--- config.mk ---
export PLATFORM = sky130hd
export DESIGN_NAME = dsc_serial_ctrl
export DESIGN_NICKNAME = d
export VERILOG_FILES = /design/src/common/dsc_pkg.sv /design/src/rtl/dsc_sync.sv /design/src/rtl/dsc_flasher.sv /design/src/rtl/dsc_serial_ctrl.sv
export VERILOG_INCLUDE_DIRS = /design/src /design/src/common
export SDC_FILE = /design/constraint.sdc
export NUM_CORES = 1
export LEC_CHECK = 0
export BUFFER_PORTS_ARGS = -buffer_cell sky130_fd_sc_hd__buf_2
export CAP_MARGIN = 0
export CORE_MARGIN = 1.5
export CORE_UTILIZATION = 56
export CTS_BUF_LIST = sky130_fd_sc_hd__clkbuf_4 sky130_fd_sc_hd__clkbuf_8
export CTS_CLUSTER_DIAMETER = 60
export DETAILED_ROUTE_END_ITERATION = 10
export PLACE_DENSITY = 0.87
export SLEW_MARGIN = 30
export SYNTH_ARGS = -nofsm -noshare
export SYNTH_HDL_FRONTEND = slang
export SYNTH_SLANG_ARGS = --single-unit
export TNS_END_PERCENT = 5
--- constraint.sdc ---
create_clock -name clock -period 3.7 [get_ports clock]
set_input_delay 0.555 -clock clock [delete_from_list [all_inputs] [get_ports clock]]
set_output_delay 0.555 -clock clock [all_outputs]
set_load 0.03 [all_outputs]
--- src/common/dsc_cfg.svh ---
// Purpose: constants for the terminal-side serial control block
// Assumes: 25 MHz clock
// Notes:   flow-control and set-ready encodings are plain choices
`ifndef DSC_CFG_SVH
`define DSC_CFG_SVH
`define DSC_CLK_HZ            25000000
`define DSC_LAMP_FLASH_MS     100
`define DSC_LAMP_FLASH_CYC    ((`DSC_CLK_HZ / 1000) * `DSC_LAMP_FLASH_MS)
`define DSC_HIGH_RATE_BPS     2400
`define DSC_FLOW_RTSCTS       4'h3
`define DSC_DSR_ALWAYS        1'h0
`define DSC_LEVEL_ON          1'h0
`define DSC_LEVEL_OFF         1'h1
`endif

--- src/common/dsc_pkg.sv ---
// Purpose: types for the terminal-side serial control block
// Assumes: nothing
// Notes:   terminal-ready handling mirrors the four usual choices
package dsc_pkg;
	typedef enum logic [1:0] {DSC_DTR_IGNORE, DSC_DTR_CMD, DSC_DTR_HANGUP, DSC_DTR_RESET}
		dsc_dtr_t;
	typedef enum logic [1:0] {DSC_ST_IDLE, DSC_ST_ONLINE, DSC_ST_DISC} dsc_conn_t;
endpackage

--- src/rtl/dsc_sync.sv ---
// Purpose: two-flop synchroniser for a bundle of levels
// Assumes: inputs are quasi-static levels
// Notes:   first stage is read only by the second stage
`timescale 1ns/1ps
`default_nettype none
module dsc_sync #(
	parameter int WIDTH = 4
) (
	input  wire logic             clock,
	input  wire logic             nrst,
	input  wire logic [WIDTH-1:0] din,
	output logic      [WIDTH-1:0] dout
);
	logic [WIDTH-1:0] stage1;
	logic [WIDTH-1:0] next_stage1;
	logic [WIDTH-1:0] next_dout;

	initial
	begin
		if (WIDTH < 1)
			$error("width too small");
	end

	always_comb
	begin
		next_stage1 = din;
		next_dout   = stage1;
	end

	// idle level of these active-low circuits is high
	always_ff @(posedge clock or negedge nrst)
	begin
		if (!nrst)
		begin
			stage1 <= '1;
			dout   <= '1;
		end
		else
		begin
			stage1 <= next_stage1;
			dout   <= next_dout;
		end
	end
endmodule
`default_nettype wire

--- src/rtl/dsc_flasher.sv ---
// Purpose: lamp flash stretcher
// Assumes: err pulse may be one cycle
// Notes:   a new error restarts the flash
`timescale 1ns/1ps
`default_nettype none
module dsc_flasher #(
	parameter int unsigned CYCLES = 16
) (
	input  wire logic clock,
	input  wire logic nrst,
	input  wire logic enable,
	input  wire logic err,
	output logic      lit
);
	logic [31:0] count;
	logic [31:0] next_count;
	logic        next_lit;

	initial
	begin
		if (CYCLES < 1)
			$error("flash length must be at least one cycle");
	end

	always_comb
	begin
		next_count = count;
		if (!enable)
			next_count = 32'h0;
		else if (err)
			next_count = 32'(CYCLES);
		else if (count != 32'h0)
			next_count = count - 32'h1;
		next_lit = (next_count != 32'h0);
	end

	always_ff @(posedge clock or negedge nrst)
	begin
		if (!nrst)
		begin
			count <= 32'h0;
			lit   <= 1'b0;
		end
		else
		begin
			count <= next_count;
			lit   <= next_lit;
		end
	end
endmodule
`default_nettype wire

--- src/rtl/dsc_serial_ctrl.sv ---
// Purpose: terminal-side control circuits, data steering and lamps
// Assumes: inputs synchronous enough for a two-flop sync; single clock
// Notes:   all pins are active low, inverted V.24 levels
//
// Operation
// - transmit data is commands or line data
// - receive data carries responses or line data
// - clear-to-send held ON unless hardware flow while online, or sync mode
// - carrier detect follows carrier unless forced
// - test-mode pin low during tests
// - ring indicate follows ring ON segments
// - rate indicate ON at 2400 bps up
// - terminal-ready ON prepares and holds call
// - terminal-ready OFF disconnects per settings
// - request-to-send ignored in command state
// - request-to-send is flow only when selected
// - remote-loop low requests remote digital loop
// - analog-loop low enters analog loopback
// - auto-answer lamp lit for nonzero ring count
// - test lamp flashes on detected errors
// - terminal-ready lamp follows, or low if ignored
`include "dsc_cfg.svh"
`timescale 1ns/1ps
`default_nettype none
module dsc_serial_ctrl
	import dsc_pkg::*;
#(
	parameter int unsigned FLASH_CYCLES = `DSC_LAMP_FLASH_CYC,
	parameter int unsigned RATE_W       = 17
) (
	input  wire logic              clock,
	input  wire logic              nrst,
	// terminal-side pins
	input  wire logic              txd_n,
	output logic                   rxd_n,
	output logic                   cts_n,
	output logic                   dsr_n,
	output logic                   line_signal_detect_n,
	output logic                   test_mode_n,
	output logic                   ri_n,
	output logic                   rate_indicate_n,
	input  wire logic              dtr_n,
	input  wire logic              rts_n,
	input  wire logic              remote_loop_req_n,
	input  wire logic              analog_loop_req_n,
	output logic                   autoanswer_lamp_n,
	output logic                   testmode_lamp_n,
	output logic                   terminal_ready_lamp_n,
	// settings
	input  wire logic [3:0]        flow_control_setting,
	input  wire logic              set_ready_setting,
	input  wire logic              carrier_forced_on_setting,
	input  wire logic [1:0]        terminal_ready_handling,
	input  wire logic [3:0]        operating_mode_setting,
	input  wire logic [7:0]        answer_ring_count,
	input  wire logic              sync_mode,
	// modem core side
	input  wire logic              online,
	input  wire logic              resp_data,
	input  wire logic              line_rx_data,
	output logic                   cmd_tx_data,
	output logic                   line_tx_data,
	input  wire logic              carrier_detect,
	input  wire logic              ring_on,
	input  wire logic [RATE_W-1:0] line_rate_bps,
	input  wire logic              high_rate_wanted,
	input  wire logic              data_ready,
	input  wire logic              core_test_active,
	input  wire logic              test_error,
	input  wire logic              host_can_send,
	output logic                   terminal_ready,
	output logic                   host_ready_for_data,
	output logic                   remote_loop_req,
	output logic                   analog_loop_req,
	output logic                   disconnect_req,
	output logic                   reset_req,
	output logic                   cmd_mode_req,
	output logic                   connection_state
);
	localparam logic [RATE_W-1:0] HIGH_RATE = RATE_W'(`DSC_HIGH_RATE_BPS);

	initial
	begin
		if (RATE_W < 12 || RATE_W > 32)
			$error("rate width must hold 2400 and fit 32 bits");
		if (FLASH_CYCLES < 1)
			$error("lamp flash must last at least one cycle");
	end

	function automatic logic on_level(input logic asserted);
		return asserted ? `DSC_LEVEL_ON : `DSC_LEVEL_OFF;
	endfunction

	// pins are inverted circuits: a low level means ON
	function automatic logic is_on(input logic level);
		return (level == `DSC_LEVEL_ON);
	endfunction

	////////////////////////////////////////////////////////////////////////
	// input synchronisation

	logic [3:0] syncIn;
	logic       dtrOn;
	logic       rtsOn;
	logic       remoteOn;
	logic       analogOn;

	dsc_sync #(
		.WIDTH (4)
	) u_sync (
		.clock (clock),
		.nrst  (nrst),
		.din   ({dtr_n, rts_n, remote_loop_req_n, analog_loop_req_n}),
		.dout  (syncIn)
	);

	assign dtrOn    = is_on(syncIn[3]);
	assign rtsOn    = is_on(syncIn[2]);
	assign remoteOn = is_on(syncIn[1]);
	assign analogOn = is_on(syncIn[0]);

	////////////////////////////////////////////////////////////////////////
	// terminal-ready connection state

	dsc_dtr_t  dtrMode;
	dsc_conn_t conn;
	dsc_conn_t next_conn;
	logic      dtrPrev;
	logic      next_dtrPrev;
	logic      dtrFall;
	logic      next_disconnect_req;
	logic      next_reset_req;
	logic      next_cmd_mode_req;

	assign dtrMode = dsc_dtr_t'(terminal_ready_handling);
	assign dtrFall = dtrPrev && !dtrOn;

	always_comb
	begin
		next_conn           = conn;
		next_dtrPrev        = dtrOn;
		next_disconnect_req = 1'b0;
		next_reset_req      = 1'b0;
		next_cmd_mode_req   = 1'b0;
		case (conn)
			DSC_ST_IDLE:
			begin
				if (online && (dtrOn || dtrMode == DSC_DTR_IGNORE))
					next_conn = DSC_ST_ONLINE;
			end
			DSC_ST_ONLINE:
			begin
				// a drop hangs up unless ignored, or taken as a command request under command handling in operating mode 0
				if (dtrFall && dtrMode != DSC_DTR_IGNORE)
				begin
					if (dtrMode == DSC_DTR_CMD && operating_mode_setting == 4'h0)
						next_cmd_mode_req = 1'b1;
					else
					begin
						next_conn           = DSC_ST_DISC;
						next_disconnect_req = 1'b1;
						next_reset_req      = (dtrMode == DSC_DTR_RESET);
					end
				end
				else if (!online)
					next_conn = DSC_ST_IDLE;
			end
			DSC_ST_DISC:
			begin
				if (!online)
					next_conn = DSC_ST_IDLE;
				else
					next_disconnect_req = 1'b1;
			end
			default:
				next_conn = DSC_ST_IDLE;
		endcase
	end

	always_ff @(posedge clock or negedge nrst)
	begin
		if (!nrst)
		begin
			conn           <= DSC_ST_IDLE;
			dtrPrev        <= 1'b0;
			disconnect_req <= 1'b0;
			reset_req      <= 1'b0;
			cmd_mode_req   <= 1'b0;
		end
		else
		begin
			conn           <= next_conn;
			dtrPrev        <= next_dtrPrev;
			disconnect_req <= next_disconnect_req;
			reset_req      <= next_reset_req;
			cmd_mode_req   <= next_cmd_mode_req;
		end
	end

	////////////////////////////////////////////////////////////////////////
	// test lamp flasher

	logic inTest;
	logic flashLit;

	assign inTest = core_test_active || analogOn || remoteOn;

	dsc_flasher #(
		.CYCLES (FLASH_CYCLES)
	) u_flash (
		.clock  (clock),
		.nrst   (nrst),
		.enable (inTest),
		.err    (test_error),
		.lit    (flashLit)
	);

	////////////////////////////////////////////////////////////////////////
	// pin and core-side outputs

	logic hwFlow;
	logic next_rxd_n;
	logic next_cts_n;
	logic next_dsr_n;
	logic next_line_signal_detect_n_n;
	logic next_tm_n;
	logic next_ri_n;
	logic next_rate_n;
	logic next_aa_n;
	logic next_tmlamp_n;
	logic next_dtrlamp_n;
	logic next_cmd_tx;
	logic next_line_tx;
	logic next_terminal_ready;
	logic next_host_ready;
	logic next_remote;
	logic next_analog;
	logic next_conn_state;

	assign hwFlow = (flow_control_setting == `DSC_FLOW_RTSCTS);

	always_comb
	begin
		next_rxd_n  = online ? line_rx_data : resp_data;
		if (!sync_mode && hwFlow && online)
			next_cts_n = on_level(host_can_send);
		else
			next_cts_n = on_level(sync_mode ? (rtsOn && online) : 1'b1);
		// set-ready OFF tells the terminal to ignore everything but ring
		if (set_ready_setting == `DSC_DSR_ALWAYS)
			next_dsr_n = on_level(1'b1);
		else
			next_dsr_n = on_level(data_ready);
		next_line_signal_detect_n_n = on_level(carrier_forced_on_setting || carrier_detect);
		next_tm_n   = on_level(inTest);
		next_ri_n   = on_level(ring_on);
		next_rate_n = on_level(high_rate_wanted || line_rate_bps >= HIGH_RATE);
		next_aa_n   = on_level(answer_ring_count != 8'h00);
		next_tmlamp_n = on_level(inTest && !flashLit);
		if (dtrMode == DSC_DTR_IGNORE)
			next_dtrlamp_n = `DSC_LEVEL_ON;
		else
			next_dtrlamp_n = on_level(dtrOn);
	end

	////////////////////////////////////////////////////////////////////////
	// core-side outputs

	always_comb
	begin
		// the idle side of the steering rests at mark, so the core sees no start bit
		next_cmd_tx         = online ? 1'b1 : txd_n;
		next_line_tx        = online ? txd_n : 1'b1;
		next_terminal_ready = dtrOn || dtrMode == DSC_DTR_IGNORE;
		// rts only matters online and in hardware flow or sync operation
		next_host_ready     = !online ? 1'b1 :
			((hwFlow || sync_mode) ? rtsOn : 1'b1);
		next_remote         = remoteOn;
		next_analog         = analogOn;
		next_conn_state     = (conn == DSC_ST_ONLINE);
	end

	always_ff @(posedge clock or negedge nrst)
	begin
		if (!nrst)
		begin
			cmd_tx_data         <= 1'b1;
			line_tx_data        <= 1'b1;
			terminal_ready      <= 1'b0;
			host_ready_for_data <= 1'b0;
			remote_loop_req     <= 1'b0;
			analog_loop_req     <= 1'b0;
			connection_state    <= 1'b0;
		end
		else
		begin
			cmd_tx_data         <= next_cmd_tx;
			line_tx_data        <= next_line_tx;
			terminal_ready      <= next_terminal_ready;
			host_ready_for_data <= next_host_ready;
			remote_loop_req     <= next_remote;
			analog_loop_req     <= next_analog;
			connection_state    <= next_conn_state;
		end
	end

	always_ff @(posedge clock or negedge nrst)
	begin
		if (!nrst)
		begin
			rxd_n                 <= 1'b1;
			cts_n                 <= 1'b1;
			dsr_n                 <= 1'b1;
			line_signal_detect_n  <= 1'b1;
			test_mode_n           <= 1'b1;
			ri_n                  <= 1'b1;
			rate_indicate_n       <= 1'b1;
			autoanswer_lamp_n     <= 1'b1;
			testmode_lamp_n       <= 1'b1;
			terminal_ready_lamp_n <= 1'b1;
		end
		else
		begin
			rxd_n                 <= next_rxd_n;
			cts_n                 <= next_cts_n;
			dsr_n                 <= next_dsr_n;
			line_signal_detect_n  <= next_line_signal_detect_n_n;
			test_mode_n           <= next_tm_n;
			ri_n                  <= next_ri_n;
			rate_indicate_n       <= next_rate_n;
			autoanswer_lamp_n     <= next_aa_n;
			testmode_lamp_n       <= next_tmlamp_n;
			terminal_ready_lamp_n <= next_dtrlamp_n;
		end
	end
endmodule
`default_nettype wire

==> results_dict.tcl <==
set metrics [dict create \
    grt_pass1_vias 2893 \
    hpwl_mm 5.717 \
    min_period_ns 3.457 \
    ys_types 61 \
    drc 0 \
    irDropWorstVdd_mv 0.4820 \
    yosysTopAreaCellShare 0.3382 \
    io_pins 75 \
    vias 2900 \
    drive_gt1_frac 0.3276 \
    grt.overflow.total 0 \
    setup_tns_ns 0 \
    outcome "complete, no violations" \
    total_leakage_power_nw 1.714 \
    cts_sinks 64 \
    slew_headroom 0.4919 \
    synth_area_per_cell_sq_um 10.17 \
    place_ws_ns 0.2709 \
    setup_slack_ns 0.2430 \
    synth_edf_count 0 \
    worst_setup_path_start_kind "register" \
    maxCapViolations 0 \
    crit_start "u_flash.count[10]" \
    grt_max_degree 45 \
    ys.flop_type "dfrtp_1" \
    die_y_microns 79.25 \
    dr.pass1.iters 4 \
    design.core.area_sq_um 5574 \
    seq_area_frac_synth 0.4996 \
    die_area_sq_um 6280 \
    crit_required_ns 3.91 \
    fmax_mhz 289.3 \
    syn-num-nets 381 \
    endpoint_kind "register" \
    r2r-start "u_flash.count[10]" \
    diodes 0 \
    antenna_left 0 \
    cts.clk_slew.worst_paths_ns 0.08 \
    synthCells 320 \
    synthSimpleGateAreaFrac 0.2498 \
    cts_buffers 9 \
    yosysWarnings 0 \
    port_buffers 69 \
    finalHoldViolations 0 \
    synth_xor_area_frac 0.04304 \
    async_flop_share 1.000 \
    clk_root_buffer_cell "clkbuf_8" \
    cts_hold_buf 0 \
    cts.repair.resized 0 \
    initial_utilization 0.5841 \
    post_cts.repair.setup_buffers 0 \
    worstSetupPathType "register to register" \
    hp-class "input pin to async pin" \
    slew_viol_final 0 \
    area_growth_pct 20.41 \
    rows 27 \
    cts_tree "yes" \
    reg2reg_slack_ns 0.24 \
    fp.dieW_microns 79.25 \
    fin_crit_sh 0.9343 \
    drt_iter0_drc 241 \
    synth_common_cells "dfrtp_1, nor2_1, dfstp_2, inv_1, nand2_1" \
    synth_top_family_by_area "simple AND/OR/NAND/NOR gates" \
    clock_path_buffers 2 \
    synth.area.mux_share 0.02498 \
    grt_pass1_wl_mm 13.51 \
    grt_usage 0.2862 \
    tightest_slew_ns 0.7552 \
    synthesis.area_sq_um 3256 \
    synth_compound_area_frac 0.1268 \
    synth_fa_ha_area_frac 0.02306 \
    synth-seq-cells 64 \
    setup_viol 0 \
    rsz0062_at_grt "no" \
    yosys-top-cells-area "dfrtp_1, dfstp_2, nor2_1" \
    yosysMostFrequentCell "dfrtp_1" \
    post_drt_wl_per_cell_microns 16.93 \
    h-tree-depth 3 \
    crit_fanout 5 \
    finalNetCount 462 \
    insertion_delay_ns 0.36 \
    gp_congestion 0.8924 \
    antenna_found_initial 0 \
    crit_arrival_ns 3.66 \
    pwr_density_cell_nw_per_um2 441.8 \
    via_per_inst 6.067 \
    synth_area_leader_cell "dfrtp_1" \
    fin_skew_ns 0.01482 \
    routed_wl_mm 8.092 \
]
[final timing paths]
| path | endpoint | cells past startpoint |
|---|---|---|
| setup / recovery | u_flash.lit | 7 |
| hold / removal | u_flash.count[22] | 1 |
| setup reg to reg | u_flash.lit | 7 |
| hold reg to reg | u_sync.dout[3] | 0 |
| max in group asynchronous | line_tx_data | 2 |
| min in group clock | u_sync.next_dout[3] | 1 |
[critical path, cell delays in order (launching register included)]
cell       delay (ns)
dfrtp_1          0.42
or4_1            0.57
or4_1            0.60
nor4_1           0.40
mux2_2           0.39
or4_4            0.53
nor4_2           0.25
o2111ai_1        0.15
[layout by cell type, fill, tap and decap left out, types with 6 or more instances in the layout]
master	instances
buf_2	68
dfrtp_1	44
nor2_1	43
dfstp_2	20
inv_1	19
nand2_1	15
nor4_1	14
or4_1	11
nor3_1	11
xnor2_1	10
a21oi_1	10
buf_4	10
clkbuf_8	9
and3_1	7
o21ai_0	7
xor2_1	6
ha_1	6
[flip-flops by register name (all words and copies together) (netlist names), 2 cells and up]
| register | count |
|---|---|
| u_flash.count | 32 |
| u_sync.dout | 4 |
| u_sync.next_dout | 4 |
| conn | 2 |
[power by group]
part / internal (mW) / total [mW] / switching, mW / leakage [nW]
clock network: 0.310 / 0.592 / 0.282 / 0.0994
registers: 0.756 / 0.799 / 0.0428 / 0.765
logic: 0.130 / 0.342 / 0.212 / 0.849
[area by class of cell]
type,instances,area (sq um)
Multi-Input combinational cell,229,1523
Fill cell,427,1654
Timing Repair Buffer,78,415.4
Clock inverter,7,70.07
Tap cell,72,90.09
Clock buffer,9,123.9
Sequential cell,64,1627
Inverter,19,71.32
[through the flow]
step	hold WS [ns]	util	power [mW]	std cells	instance area (sq um)
2_1_floorplan	0.2594	-	1.015	320	3256
3_3_place_gp	0.3454	0.6680	1.116	462	3724
3_5_place_dp	0.3476	0.6680	1.136	462	3724
4_1_cts	0.2885	0.7028	1.737	478	3918
5_1_grt	0.2336	0.7033	1.813	478	3920
6_report	0.1863	0.7033	1.732	478	3920
[cell families (layout without fill, tap and decap cells)]
family | after synthesis | in the layout
simple gates | 142 | 142
buf+inv | 27 | 113
compound gates | 58 | 58
xor+xnor | 16 | 16
fa+ha+maj | 6 | 6
mux | 7 | 7
flops | 64 | 64
[per-layer routing]
layer  global-route usage  routed length, microns  vias to the layer above
met2               0.4778                    3992                      155
met1               0.3436                    3148                     1374
li1                     -                       -                     1344
met4               0.1211                     251                        0
met3              0.08506                     700                       27
met5                    0                       0                        -
Note: power is estimated with default switching activity, not from simulation.
